## src/dmc_map.svh

```systemverilog
// register indices, field positions, reset values and counts of the mode-control block
`ifndef DMC_MAP_SVH
`define DMC_MAP_SVH

`define DMC_IDX_CTRL 7'h14
`define DMC_IDX_STAT 7'h15
`define DMC_CTRL_RST 8'h00
`define DMC_STAT_RSVD 6'h00
`define DMC_STAT_LEFT_BIT 0
`define DMC_STAT_RIGHT_BIT 1
`define DMC_OSR_64 2'h0
`define DMC_OSR_RSVD 2'h1
`define DMC_OSR_128 2'h2
`define DMC_OSR_32 2'h3
`define DMC_RATIO_64 8'h40
`define DMC_RATIO_128 8'h80
`define DMC_RATIO_32 8'h20
`define DMC_ZERO_RUN 1024
`define DMC_WORD_BITS 16
`define DMC_HDR_BITS 8
`define DMC_RW_READ 1'h1
`define DMC_SAMPLE_BITS 24

`endif

```

## src/dmc_pkg.sv

```systemverilog
// types shared by the mode-control block and its serial control port
`include "dmc_map.svh"

package dmc_pkg;

    typedef struct packed {
        logic [`DMC_SAMPLE_BITS-1:0] left;
        logic [`DMC_SAMPLE_BITS-1:0] right;
    } dmc_stereo_t;

    typedef struct packed {
        logic order_sel;
        logic sys_reset_req;
        logic mode_reset_req;
        logic filter_bypass;
        logic single_channel_mode;
        logic channel_pick;
        logic [1:0] oversample_ratio_sel;
    } dmc_ctrl_t;

    typedef struct packed {
        logic stb;
        logic [6:0] idx;
        logic [7:0] data;
    } dmc_wr_t;

    typedef enum logic {SP_IDLE, SP_SHIFT} dmc_sp_state_t;

endpackage

```

## src/dmc_serial_port.sv

```systemverilog
// serial control port: frames 16-bit control words into register writes and reads
`timescale 1ns/1ps
`default_nettype none
`include "dmc_map.svh"

module dmc_serial_port
    import dmc_pkg::*;
(
    input wire logic clk_sys,          // system clock
    input wire logic reset,            // synchronous reset, active high
    input wire logic ctl_cs_n,         // port select pin, active low
    input wire logic ctl_sclk,         // port shift clock pin
    input wire logic ctl_sdi,          // port data in pin
    output logic ctl_sdo,              // port data out
    output logic ctl_sdo_oe,           // data out enable, high while driving
    output logic [6:0] rd_idx,         // index being read
    input wire logic [7:0] rd_data,    // read value for rd_idx
    output dmc_wr_t wr                 // one-cycle write request
);

    // ==============================================================
    // pin synchronisers
    logic [2:0] pin_meta_ff;
    logic [2:0] pin_sync_ff;
    logic sclk_prev_ff;

    genvar gi;
    generate
        for (gi = 0; gi < 3; gi++) begin : g_sync
            always_ff @(posedge clk_sys) begin
                if (reset) begin
                    pin_meta_ff[gi] <= 1'h1;
                    pin_sync_ff[gi] <= 1'h1;
                end else begin
                    pin_meta_ff[gi] <= (gi == 0) ? ctl_cs_n : ((gi == 1) ? ctl_sclk : ctl_sdi);
                    pin_sync_ff[gi] <= pin_meta_ff[gi];
                end
            end
        end
    endgenerate

    wire logic cs_n_s = pin_sync_ff[0];
    wire logic sclk_s = pin_sync_ff[1];
    wire logic sdi_s = pin_sync_ff[2];
    wire logic sclk_rise = sclk_s & ~sclk_prev_ff;
    wire logic sclk_fall = ~sclk_s & sclk_prev_ff;

    // ==============================================================
    // framing
    dmc_sp_state_t state_ff;
    logic [4:0] bit_cnt_ff;
    logic [6:0] shift_ff;
    logic [7:0] hdr_ff;
    logic [7:0] out_sh_ff;
    logic sdo_ff;
    logic oe_ff;
    dmc_wr_t wr_ff;

    wire logic hdr_done = (bit_cnt_ff == 5'(`DMC_HDR_BITS - 1));
    wire logic word_done = (bit_cnt_ff == 5'(`DMC_WORD_BITS - 1));
    wire logic is_read = (hdr_ff[7] == `DMC_RW_READ);
    wire logic in_data = (bit_cnt_ff >= 5'(`DMC_HDR_BITS));
    wire logic first_data = (bit_cnt_ff == 5'(`DMC_HDR_BITS));
    // a shift edge is only taken once the select has been seen for a full cycle
    wire logic framing = (state_ff == SP_SHIFT);

    assign rd_idx = hdr_ff[6:0];
    assign ctl_sdo = sdo_ff;
    assign ctl_sdo_oe = oe_ff;
    assign wr = wr_ff;

    always_ff @(posedge clk_sys) begin
        if (reset) begin
            sclk_prev_ff <= 1'h1;
        end else begin
            sclk_prev_ff <= sclk_s;
        end
    end

    always_ff @(posedge clk_sys) begin
        if (reset || cs_n_s) begin
            state_ff <= SP_IDLE;
            bit_cnt_ff <= 5'h00;
            shift_ff <= 7'h00;
            hdr_ff <= 8'h00;
            out_sh_ff <= 8'h00;
            sdo_ff <= 1'h0;
            oe_ff <= 1'h0;
            wr_ff <= '0;
        end else begin
            state_ff <= SP_SHIFT;
            wr_ff.stb <= 1'h0;
            if (sclk_rise && framing && bit_cnt_ff < 5'(`DMC_WORD_BITS)) begin
                shift_ff <= {shift_ff[5:0], sdi_s};
                bit_cnt_ff <= bit_cnt_ff + 5'h01;
                if (hdr_done) begin
                    hdr_ff <= {shift_ff[6:0], sdi_s};
                end
                // the top bit of the word chooses write or read
                if (word_done && !is_read) begin
                    wr_ff.stb <= 1'h1;
                    wr_ff.idx <= hdr_ff[6:0];
                    wr_ff.data <= {shift_ff[6:0], sdi_s};
                end
            end
            // read data leaves msb first on falling shift edges
            if (sclk_fall && in_data && is_read) begin
                oe_ff <= 1'h1;
                if (first_data) begin
                    sdo_ff <= rd_data[7];
                    out_sh_ff <= {rd_data[6:0], 1'h0};
                end else begin
                    sdo_ff <= out_sh_ff[7];
                    out_sh_ff <= {out_sh_ff[6:0], 1'h0};
                end
            end
        end
    end

endmodule
`default_nettype wire

```

## src/dmc_top.sv

```systemverilog
// mode control and zero-detect status of the stereo converter, behind the serial control port
`timescale 1ns/1ps
`default_nettype none
`include "dmc_map.svh"

// Operation
// - bypass bit 0 uses interpolator, 1 skips it
// - single_channel_mode bit 1 feeds both channels one input
// - pick bit chooses left/right, single_channel_mode only
// - ratio field: 00=64x, 10=128x, 11=32x
// - one-bit mode: field sets FIR bit clock
// - zero flag after 1024 zero samples
// - each zero flag drives its own pin
// - status bit0 left flag, bit1 right flag
// - word msb 0 writes, 1 reads
module dmc_top
    import dmc_pkg::*;
#(
    parameter int ZERO_RUN = `DMC_ZERO_RUN      // zero samples before a flag sets
)(
    input wire logic clk_sys,                  // system clock, 20 MHz
    input wire logic reset,                    // synchronous reset, active high
    input wire logic ctl_cs_n,                 // control port select pin, active low
    input wire logic ctl_sclk,                 // control port shift clock pin
    input wire logic ctl_sdi,                  // control port data in pin
    output logic ctl_sdo,                      // control port data out
    output logic ctl_sdo_oe,                   // data out enable, high while driving
    input wire logic sample_valid,             // one pulse per sample period
    input wire dmc_stereo_t interp_data,       // samples from the interpolation filter
    input wire dmc_stereo_t ext_data,          // samples from the bypass input
    input wire logic onebit_mode,              // one-bit stream input selected
    output dmc_stereo_t mod_data,              // samples to the modulators
    output logic mod_valid,                    // mod_data updated this cycle
    output logic filter_bypass,                // interpolation filter skipped
    output logic [7:0] mod_ratio,              // modulator oversampling ratio
    output logic [7:0] fir_bck_ratio,          // bit-clock speed for the output FIR
    output logic left_zero_pin,                // left channel zero flag
    output logic right_zero_pin                // right channel zero flag
);

    localparam int CW = $clog2(ZERO_RUN + 1);

    // ==============================================================
    // ratio decode, shared by modulator and one-bit paths
    function automatic logic [7:0] ratio_of(input logic [1:0] sel);
        logic [7:0] r;
        r = `DMC_RATIO_64;
        case (sel)
            `DMC_OSR_128: r = `DMC_RATIO_128;
            `DMC_OSR_32: r = `DMC_RATIO_32;
            default: r = `DMC_RATIO_64;
        endcase
        return r;
    endfunction

    // ==============================================================
    // control port and registers
    dmc_ctrl_t ctrl_ff;
    logic [1:0] zero_flag_ff;
    logic [6:0] rd_idx;
    dmc_wr_t wr;

    // status reads back the live flags, reserved bits as zero
    wire logic [7:0] stat_value = {`DMC_STAT_RSVD, zero_flag_ff};
    wire logic [7:0] rd_data = (rd_idx == `DMC_IDX_CTRL) ? 8'(ctrl_ff) :
                               (rd_idx == `DMC_IDX_STAT) ? stat_value : 8'h00;
    wire logic ctrl_wr = wr.stb && (wr.idx == `DMC_IDX_CTRL);

    dmc_serial_port u_port (
        .clk_sys(clk_sys),
        .reset(reset),
        .ctl_cs_n(ctl_cs_n),
        .ctl_sclk(ctl_sclk),
        .ctl_sdi(ctl_sdi),
        .ctl_sdo(ctl_sdo),
        .ctl_sdo_oe(ctl_sdo_oe),
        .rd_idx(rd_idx),
        .rd_data(rd_data),
        .wr(wr)
    );

    // only the control index is writable; the status index falls through
    always_ff @(posedge clk_sys) begin
        if (reset) begin
            ctrl_ff <= dmc_ctrl_t'(`DMC_CTRL_RST);
        end else if (ctrl_wr) begin
            ctrl_ff <= dmc_ctrl_t'(wr.data);
        end
    end

    // ==============================================================
    // sample path: source pick, then single_channel_mode fold
    wire dmc_stereo_t src = ctrl_ff.filter_bypass ? ext_data : interp_data;
    wire logic [`DMC_SAMPLE_BITS-1:0] single_channel_mode_pick =
        ctrl_ff.channel_pick ? src.right : src.left;
    wire dmc_stereo_t nxt_mod_data = ctrl_ff.single_channel_mode ?
        {single_channel_mode_pick, single_channel_mode_pick} : src;

    dmc_stereo_t mod_data_ff;
    logic mod_valid_ff;
    logic bypass_ff;
    logic [7:0] mod_ratio_ff;
    logic [7:0] fir_bck_ratio_ff;

    // in one-bit mode the modulator sits idle, so its ratio rests at default
    wire logic [7:0] nxt_mod_ratio = onebit_mode ? `DMC_RATIO_64 :
                                     ratio_of(ctrl_ff.oversample_ratio_sel);
    wire logic [7:0] nxt_fir_bck_ratio = onebit_mode ?
        ratio_of(ctrl_ff.oversample_ratio_sel) : `DMC_RATIO_64;

    always_ff @(posedge clk_sys) begin
        if (reset) begin
            mod_data_ff <= '0;
            mod_valid_ff <= 1'h0;
            bypass_ff <= 1'h0;
            mod_ratio_ff <= `DMC_RATIO_64;
            fir_bck_ratio_ff <= `DMC_RATIO_64;
        end else begin
            mod_valid_ff <= sample_valid;
            if (sample_valid) begin
                mod_data_ff <= nxt_mod_data;
            end
            bypass_ff <= ctrl_ff.filter_bypass;
            mod_ratio_ff <= nxt_mod_ratio;
            fir_bck_ratio_ff <= nxt_fir_bck_ratio;
        end
    end

    assign mod_data = mod_data_ff;
    assign mod_valid = mod_valid_ff;
    assign filter_bypass = bypass_ff;
    assign mod_ratio = mod_ratio_ff;
    assign fir_bck_ratio = fir_bck_ratio_ff;

    // ==============================================================
    // zero detection, one run counter per channel
    logic [CW-1:0] zero_cnt_ff [2];

    genvar ch;
    generate
        for (ch = 0; ch < 2; ch++) begin : g_zero
            wire logic [`DMC_SAMPLE_BITS-1:0] ch_data = (ch == 0) ? src.left : src.right;
            wire logic is_zero = (ch_data == '0);
            // counter saturates so a long silence cannot wrap the flag off
            wire logic at_run = (zero_cnt_ff[ch] == CW'(ZERO_RUN));
            wire logic [CW-1:0] nxt_cnt = !is_zero ? '0 :
                                          at_run ? zero_cnt_ff[ch] : zero_cnt_ff[ch] + CW'(1);
            always_ff @(posedge clk_sys) begin
                if (reset) begin
                    zero_cnt_ff[ch] <= '0;
                    zero_flag_ff[ch] <= 1'h0;
                end else if (sample_valid) begin
                    zero_cnt_ff[ch] <= nxt_cnt;
                    zero_flag_ff[ch] <= (nxt_cnt == CW'(ZERO_RUN));
                end
            end
        end
    endgenerate

    assign left_zero_pin = zero_flag_ff[`DMC_STAT_LEFT_BIT];
    assign right_zero_pin = zero_flag_ff[`DMC_STAT_RIGHT_BIT];
endmodule
`default_nettype wire

```

## config.mk

```make
export PLATFORM = sky130hd
export DESIGN_NAME = dmc_top
export DESIGN_NICKNAME = d
export VERILOG_FILES = /design/src/dmc_pkg.sv /design/src/dmc_serial_port.sv /design/src/dmc_top.sv
export VERILOG_INCLUDE_DIRS = /design/src /design/src/src
export SDC_FILE = /design/constraint.sdc
export NUM_CORES = 1
export LEC_CHECK = 0
export ABC_AREA = 0
export BUFFER_PORTS_ARGS = -buffer_cell sky130_fd_sc_hd__buf_4
export CAP_MARGIN = 20
export CORE_ASPECT_RATIO = 0.8
export CORE_MARGIN = 1
export CORE_UTILIZATION = 45
export DETAILED_ROUTE_END_ITERATION = 12
export PLACE_DENSITY = 0.8
export SLEW_MARGIN = 20
export SYNTH_ARGS = -nofsm -noshare
export SYNTH_HDL_FRONTEND = slang
export SYNTH_SLANG_ARGS = --single-unit
```

## constraint.sdc

```tcl
create_clock -name clk_sys -period 2.5 [get_ports clk_sys]
set_input_delay 0.5 -clock clk_sys [delete_from_list [all_inputs] [get_ports clk_sys]]
set_output_delay 0.5 -clock clk_sys [all_outputs]
set_load 0.01 [all_outputs]
```

==> metrics.txt, run 1 <==
overflow left after global routing 0; placed insts 1138; Placeable Area 0.01506 mm^2; Comb pwr share 0.097; Final Cycle Share 0.8900; dpl ws 0.02088 ns; Setup Buffers After CTS 0; post-synthesis cell area 0.006947 mm^2; Main synth FF type dfxtp_1; Nets 1057; cts bufs inserted 17; first-pass GRT wire length 29770 um; Max-Cap Viols 0; FILL cells 1320; Reg power frac 0.445; root buf cell clkbuf_16; reg2reg start zero_cnt_ff[0][0]; die height 113.1 um; Startpoint Class register; R2R depth 6; skew final 0.01596 ns; Worst Max-Slew Pin Slew 0.7799 ns; H-tree levels 4; setup violators final 0; biggest fanout along the worst timing path 7; initial antenna violation count 0; Min-Delay Path Depth 2; hold_sp ctl_sclk; Hold EP u_port.pin_meta_ff[1]; Pint 4142 uW; vias in the first global route 6055; via-per-instance ratio 5.264; worst rel slew slack 0.4766; RePlAce Congestion 0.8863; largest net degree at the start of global routing 47; clk slew on worst S/H paths 0.06 ns; CTS max path bufs 2; commonest non-fill, non-tap cell in the layout buf_4; minimum clock period 2.225 ns; Final WS setup 0.2750 ns; I/O Pins 173; CTS tree built; arrival time worst endpoint 2.56 ns; post_cts resized 0; count of final max-slew check failures 0; dpl hpwl 13490 um; total clock sinks 141; Initial Util 0.4611; routed vias 6159; share of layout cells above drive strength 1 0.2615; Port-buffer cells 162; reg-to-reg setup timing slack 0.28 ns; HP Class primary input to register; DRC violations left 0; die width 140.9 um; clk_lat worst skew 0.43 ns; syn avg cell area 8.782 um^2; # rows 40; pwr/cell area 606.8 mW/mm^2; final wirelength 18400 um; initial DRC count 405; peak supply drop 0.4743 mV; Setup CP Type register to register; Worst Setup End Kind register; Yosys warnings 0; FFs w/ async S/R, synth 0; commonest non-fill, non-tap cells in the layout buf_4, dfxtp_1, nor2_1; WL/cell 15.73 um; Pre-antenna DRT Iters 6; Mapped Cells 791; Net Sw Frac 0.2400; Max Clock Freq 449.4 MHz; GRT Total Usage 0.2387; final std cells w/o fill 1170; post-synthesis register bit count 141; Sw Pwr 1308 uW; Final ANT Viol Nets 0; hold-fix buffers at CTS 0; clock power share 0.458; Leak Pwr 0.003694 uW; die area 0.01594 mm^2; setup tns final 0 ns; reg2reg end left_zero_pin; Area growth syn-to-layout 29.29%; Worst EP required 2.84 ns; RSZ-0062 raised after global routing no; post-synthesis sequential area ratio 0.4380; Unique masters post-synth 48; outcome completed; antenna cells 0; EDFF count, synth 22; final hold vios 0
-- cell families (layout without fill, tap and decap cells) --
kind of cell / after synthesis / after routing / synth area share
muxes: 118 / 118 / 0.1745
adders and majority gates: 7 / 7 / 0.01261
AOI/OAI and AO/OA: 106 / 106 / 0.08610
xor gates and xnor gates: 22 / 22 / 0.02774
buffers and inverters: 69 / 229 / 0.04449
DFF: 141 / 141 / 0.4380
other: 1 / 10 / 0.0005398
and+or+nand+nor: 327 / 327 / 0.2160
-- flip-flops by register name, summed over array words and instances (netlist names) --
name                 count
mod_data                48
zero_cnt_ff             22
u_port.wr               16
ctrl_ff                  8
u_port.hdr_ff            8
u_port.out_sh_ff         7
u_port.shift_ff          7
u_port.bit_cnt_ff        5
fir_bck_ratio            3
mod_ratio                3
u_port.pin_meta_ff       3
filter_bypass            1
left_zero_pin            1
mod_valid                1
right_zero_pin           1
u_port.cs_n_s            1
u_port.ctl_sdo           1
u_port.ctl_sdo_oe        1
u_port.framing           1
u_port.sclk_prev_ff      1
u_port.sclk_s            1
u_port.sdi_s             1
-- cell type report --
| class | instances | area [um^2] | area share |
|---|---|---|---|
| clock buffers | 21 | 483.0 | 0.05378 |
| clock inverters | 11 | 107.6 | 0.01198 |
| inverters | 15 | 56.30 | 0.006269 |
| repair buffers | 182 | 1391 | 0.1549 |
| well taps | 210 | 262.8 | 0.02926 |
| flip-flops and latches | 141 | 3044 | 0.3390 |
| multi-input cells | 590 | 3636 | 0.4048 |
-- power groups by stage --
stage	clock network [uW]	logic, uW	registers [uW]
after detailed placement	0	526	2470
final	2490	530	2430
after global routing	2640	577	2430
after floorplan	0	236	2480
after global placement	0	518	2470
after CTS	2530	529	2420
-- cells in the mapped netlist, types with 3 or more instances --
| library cell | number | area share |
|---|---|---|
| dfxtp_1 | 119 | 0.34 |
| nor2_1 | 116 | 0.063 |
| nand2_1 | 106 | 0.057 |
| mux2i_1 | 93 | 0.13 |
| o21ai_0 | 49 | 0.035 |
| a21oi_1 | 34 | 0.024 |
| clkbuf_1 | 31 | 0.017 |
| mux2_2 | 25 | 0.041 |
| edfxtp_1 | 22 | 0.095 |
| nand3_1 | 18 | 0.013 |
| nor4_1 | 17 | 0.015 |
| nor3_1 | 16 | 0.012 |
| inv_1 | 15 | 0.0081 |
| xor2_1 | 13 | 0.016 |
| buf_4 | 11 | 0.012 |
| nand4_1 | 9 | 0.0081 |
| xnor2_1 | 9 | 0.011 |
| a211oi_1 | 8 | 0.0086 |
| or2_2 | 8 | 0.0072 |
| buf_2 | 7 | 0.0050 |
| ha_1 | 7 | 0.013 |
| a22oi_1 | 6 | 0.0065 |
| and3_1 | 5 | 0.0045 |
| buf_1 | 5 | 0.0027 |
| nand3b_1 | 5 | 0.0054 |
| nor4b_1 | 5 | 0.0063 |
| nor2b_1 | 3 | 0.0027 |
| or4_1 | 3 | 0.0032 |
-- per-stage QoR --
| step | area [um^2] | util | hold slack, ns | power (uW) |
|---|---|---|---|---|
| after floorplan | 6980 | - | 0.3895 | 2717 |
| after global placement | 8391 | 0.5570 | 0.3914 | 2989 |
| after detailed placement | 8391 | 0.5570 | 0.3933 | 2998 |
| after CTS | 8981 | 0.5962 | 0.2432 | 5482 |
| after global routing | 8981 | 0.5962 | 0.2453 | 5650 |
| final | 8981 | 0.5962 | 0.2586 | 5450 |
-- per-layer routing --
layer / up-vias / wire length, um / track usage
li1: 3049 / - / -
met1: 2862 / 7909 / 0.2878
met2: 216 / 8701 / 0.3910
met3: 32 / 1309 / 0.07364
met4: 0 / 483 / 0.1101
met5: - / 0 / 0
-- worst max-delay path by stage --
stage / start / end
finish: zero_cnt_ff[0][0] / left_zero_pin
global route: zero_cnt_ff[0][0] / left_zero_pin
CTS: zero_cnt_ff[0][0] / left_zero_pin
detailed placement: interp_data[5] / zero_cnt_ff[1][2]
global placement: interp_data[5] / zero_cnt_ff[1][2]
floorplan: zero_cnt_ff[0][0] / left_zero_pin
-- worst max-delay path: stages, from the launching register on --
cell and delay (ns):
edfxtp_1 0.49, ha_1 0.26, or3_1 0.30, a211o_1 0.31
o2bb2ai_1 0.13, or4b_1 0.49, o31ai_2 0.17
Power figures use the tool's default switching activity.
==> inputs of run 2 (changes only) <==
BUFFER_PORTS_ARGS = -buffer_cell sky130_fd_sc_hd__buf_2   (was -buffer_cell sky130_fd_sc_hd__buf_4)
==> metrics.txt, run 2 (synthesized netlist as in run 1, its figures left out) <==
commonest non-fill, non-tap cells in the layout buf_2, dfxtp_1, nor2_1; via-per-instance ratio 5.332; post_cts resized 0; H-tree levels 4; Final ANT Viol Nets 0; GRT Total Usage 0.2326; count of final max-slew check failures 0; Placement Cell Area 0.007975 mm^2; final wirelength 18180 um; CTS tree built; biggest fanout along the worst timing path 7; Area growth syn-to-layout 23.40%; largest net degree at the start of global routing 69; Min-Delay Path Depth 2; HP Class primary input to register; arrival time worst endpoint 2.59 ns; clk_lat worst skew 0.43 ns; hold slack 0.2623 ns; initial antenna violation count 1; Max Clock Freq 445.3 MHz; Final Util 0.5690; total clock sinks 141; overflow left after global routing 0; reg2reg start zero_cnt_ff[0][0]; hold-fix buffers at CTS 0; I/O Pins 173; die height 113.1 um; Setup Buffers After CTS 0; setup tns final 0 ns; CTS max path bufs 2; Port-buffer cells 162; setup violators final 0; Setup CP Type register to register; initial DRC count 425; Nets 1054; outcome completed; hold_sp ctl_sclk; skew final 0.007995 ns; share of layout cells above drive strength 1 0.2584; metal3 WL 1185 um; wire length on met2 8508 um; Worst Max-Slew Pin Slew 0.8434 ns; Placeable Area 0.01506 mm^2; Final Cell Area 0.008572 mm^2; routed vias 6223; R2R depth 7; WL met1 8086 um; Final Cycle Share 0.8982; Startpoint Class register; root buf cell clkbuf_16; commonest non-fill, non-tap cell in the layout buf_2; DRC violations left 0; Initial Util 0.4611; # rows 40; Pre-antenna DRT Iters 5; cts bufs inserted 17; dpl hpwl 13160 um; DR top layer met4; first-pass GRT wire length 29060 um; die width 140.9 um; FILL cells 1311; Hold EP u_port.pin_meta_ff[1]; vias in the first global route 5846; peak supply drop 0.4917 mV; clk slew on worst S/H paths 0.06 ns; Worst EP required 2.84 ns; minimum clock period 2.245 ns; RePlAce Congestion 0.8851; Pwr Total 5416 uW; worst rel slew slack 0.4377; Max-Cap Viols 0; number of flip-flops in the largest register 48; final hold vios 0; die area 0.01594 mm^2; reg2reg end left_zero_pin; pwr/cell area 631.9 mW/mm^2; reg-to-reg setup timing slack 0.25 ns; WL/cell 15.58 um; Leak Pwr 0.003606 uW; Worst Setup End Kind register; RSZ-0062 raised after global routing no
==> run 2: cell types whose count changed in the layout (fill, tap and decap cells not counted), moves of 2 or more <==
cell and delta:
clkbuf_8 +2, buf_4 -166, clkinvlp_4 -3, buf_2 +162
==> run 2: metrics by stage <==
stage	setup slack, ns	std cells
3_5_place_dp	0.04321	1135
5_1_grt	0.08503	1166
2_1_floorplan	0.4020	800
4_1_cts	0.2622	1166
3_3_place_gp	0.1310	1135
6_report	0.2546	1167
==> run 2: worst max-delay path, stage by stage (launching register included) <==
cell      delay [ns]
edfxtp_1        0.49
inv_1           0.12
ha_1            0.15
nor3b_1         0.23
nand3_1         0.26
mux2i_1         0.19
or4b_1          0.55
o31ai_2         0.18
==> run 2: metal layers <==
metal,global-route usage,vias to the layer above
met5,0,-
met4,0.1014,0
met3,0.05755,35
met2,0.3814,232
met1,0.2914,2917
li1,-,3039
==> run 2: worst max-delay path by stage <==
stage	endpoint	startpoint	slack [ns]	cells after the start
after floorplan	left_zero_pin	zero_cnt_ff[0][0]	0.40	6
after global placement	zero_cnt_ff[1][2]	interp_data[5]	0.13	6
after detailed placement	zero_cnt_ff[1][2]	ext_data[5]	0.04	6
after CTS	left_zero_pin	zero_cnt_ff[0][0]	0.26	7
after global routing	left_zero_pin	zero_cnt_ff[0][0]	0.09	7
final	left_zero_pin	zero_cnt_ff[0][0]	0.25	7
==> run 2: cell type report <==
cell class | count | area [um^2] | share of cell area
sequential | 141 | 3044 | 0.3551
tap | 210 | 262.8 | 0.03065
timing repair buffer | 179 | 975.9 | 0.1139
multi-input combinational | 590 | 3636 | 0.4242
antenna | 1 | 2.502 | 0.0002919
inverter | 15 | 56.30 | 0.006568
clock buffer | 22 | 485.5 | 0.05663
clock inverter | 9 | 108.9 | 0.01270
==> run 2: power by group <==
| part | internal, uW | switching, uW |
|---|---|---|
| combinational | 209 | 254 |
| sequential | 2370 | 51.9 |
| clock | 1580 | 954 |
| total | 4160 | 1260 |
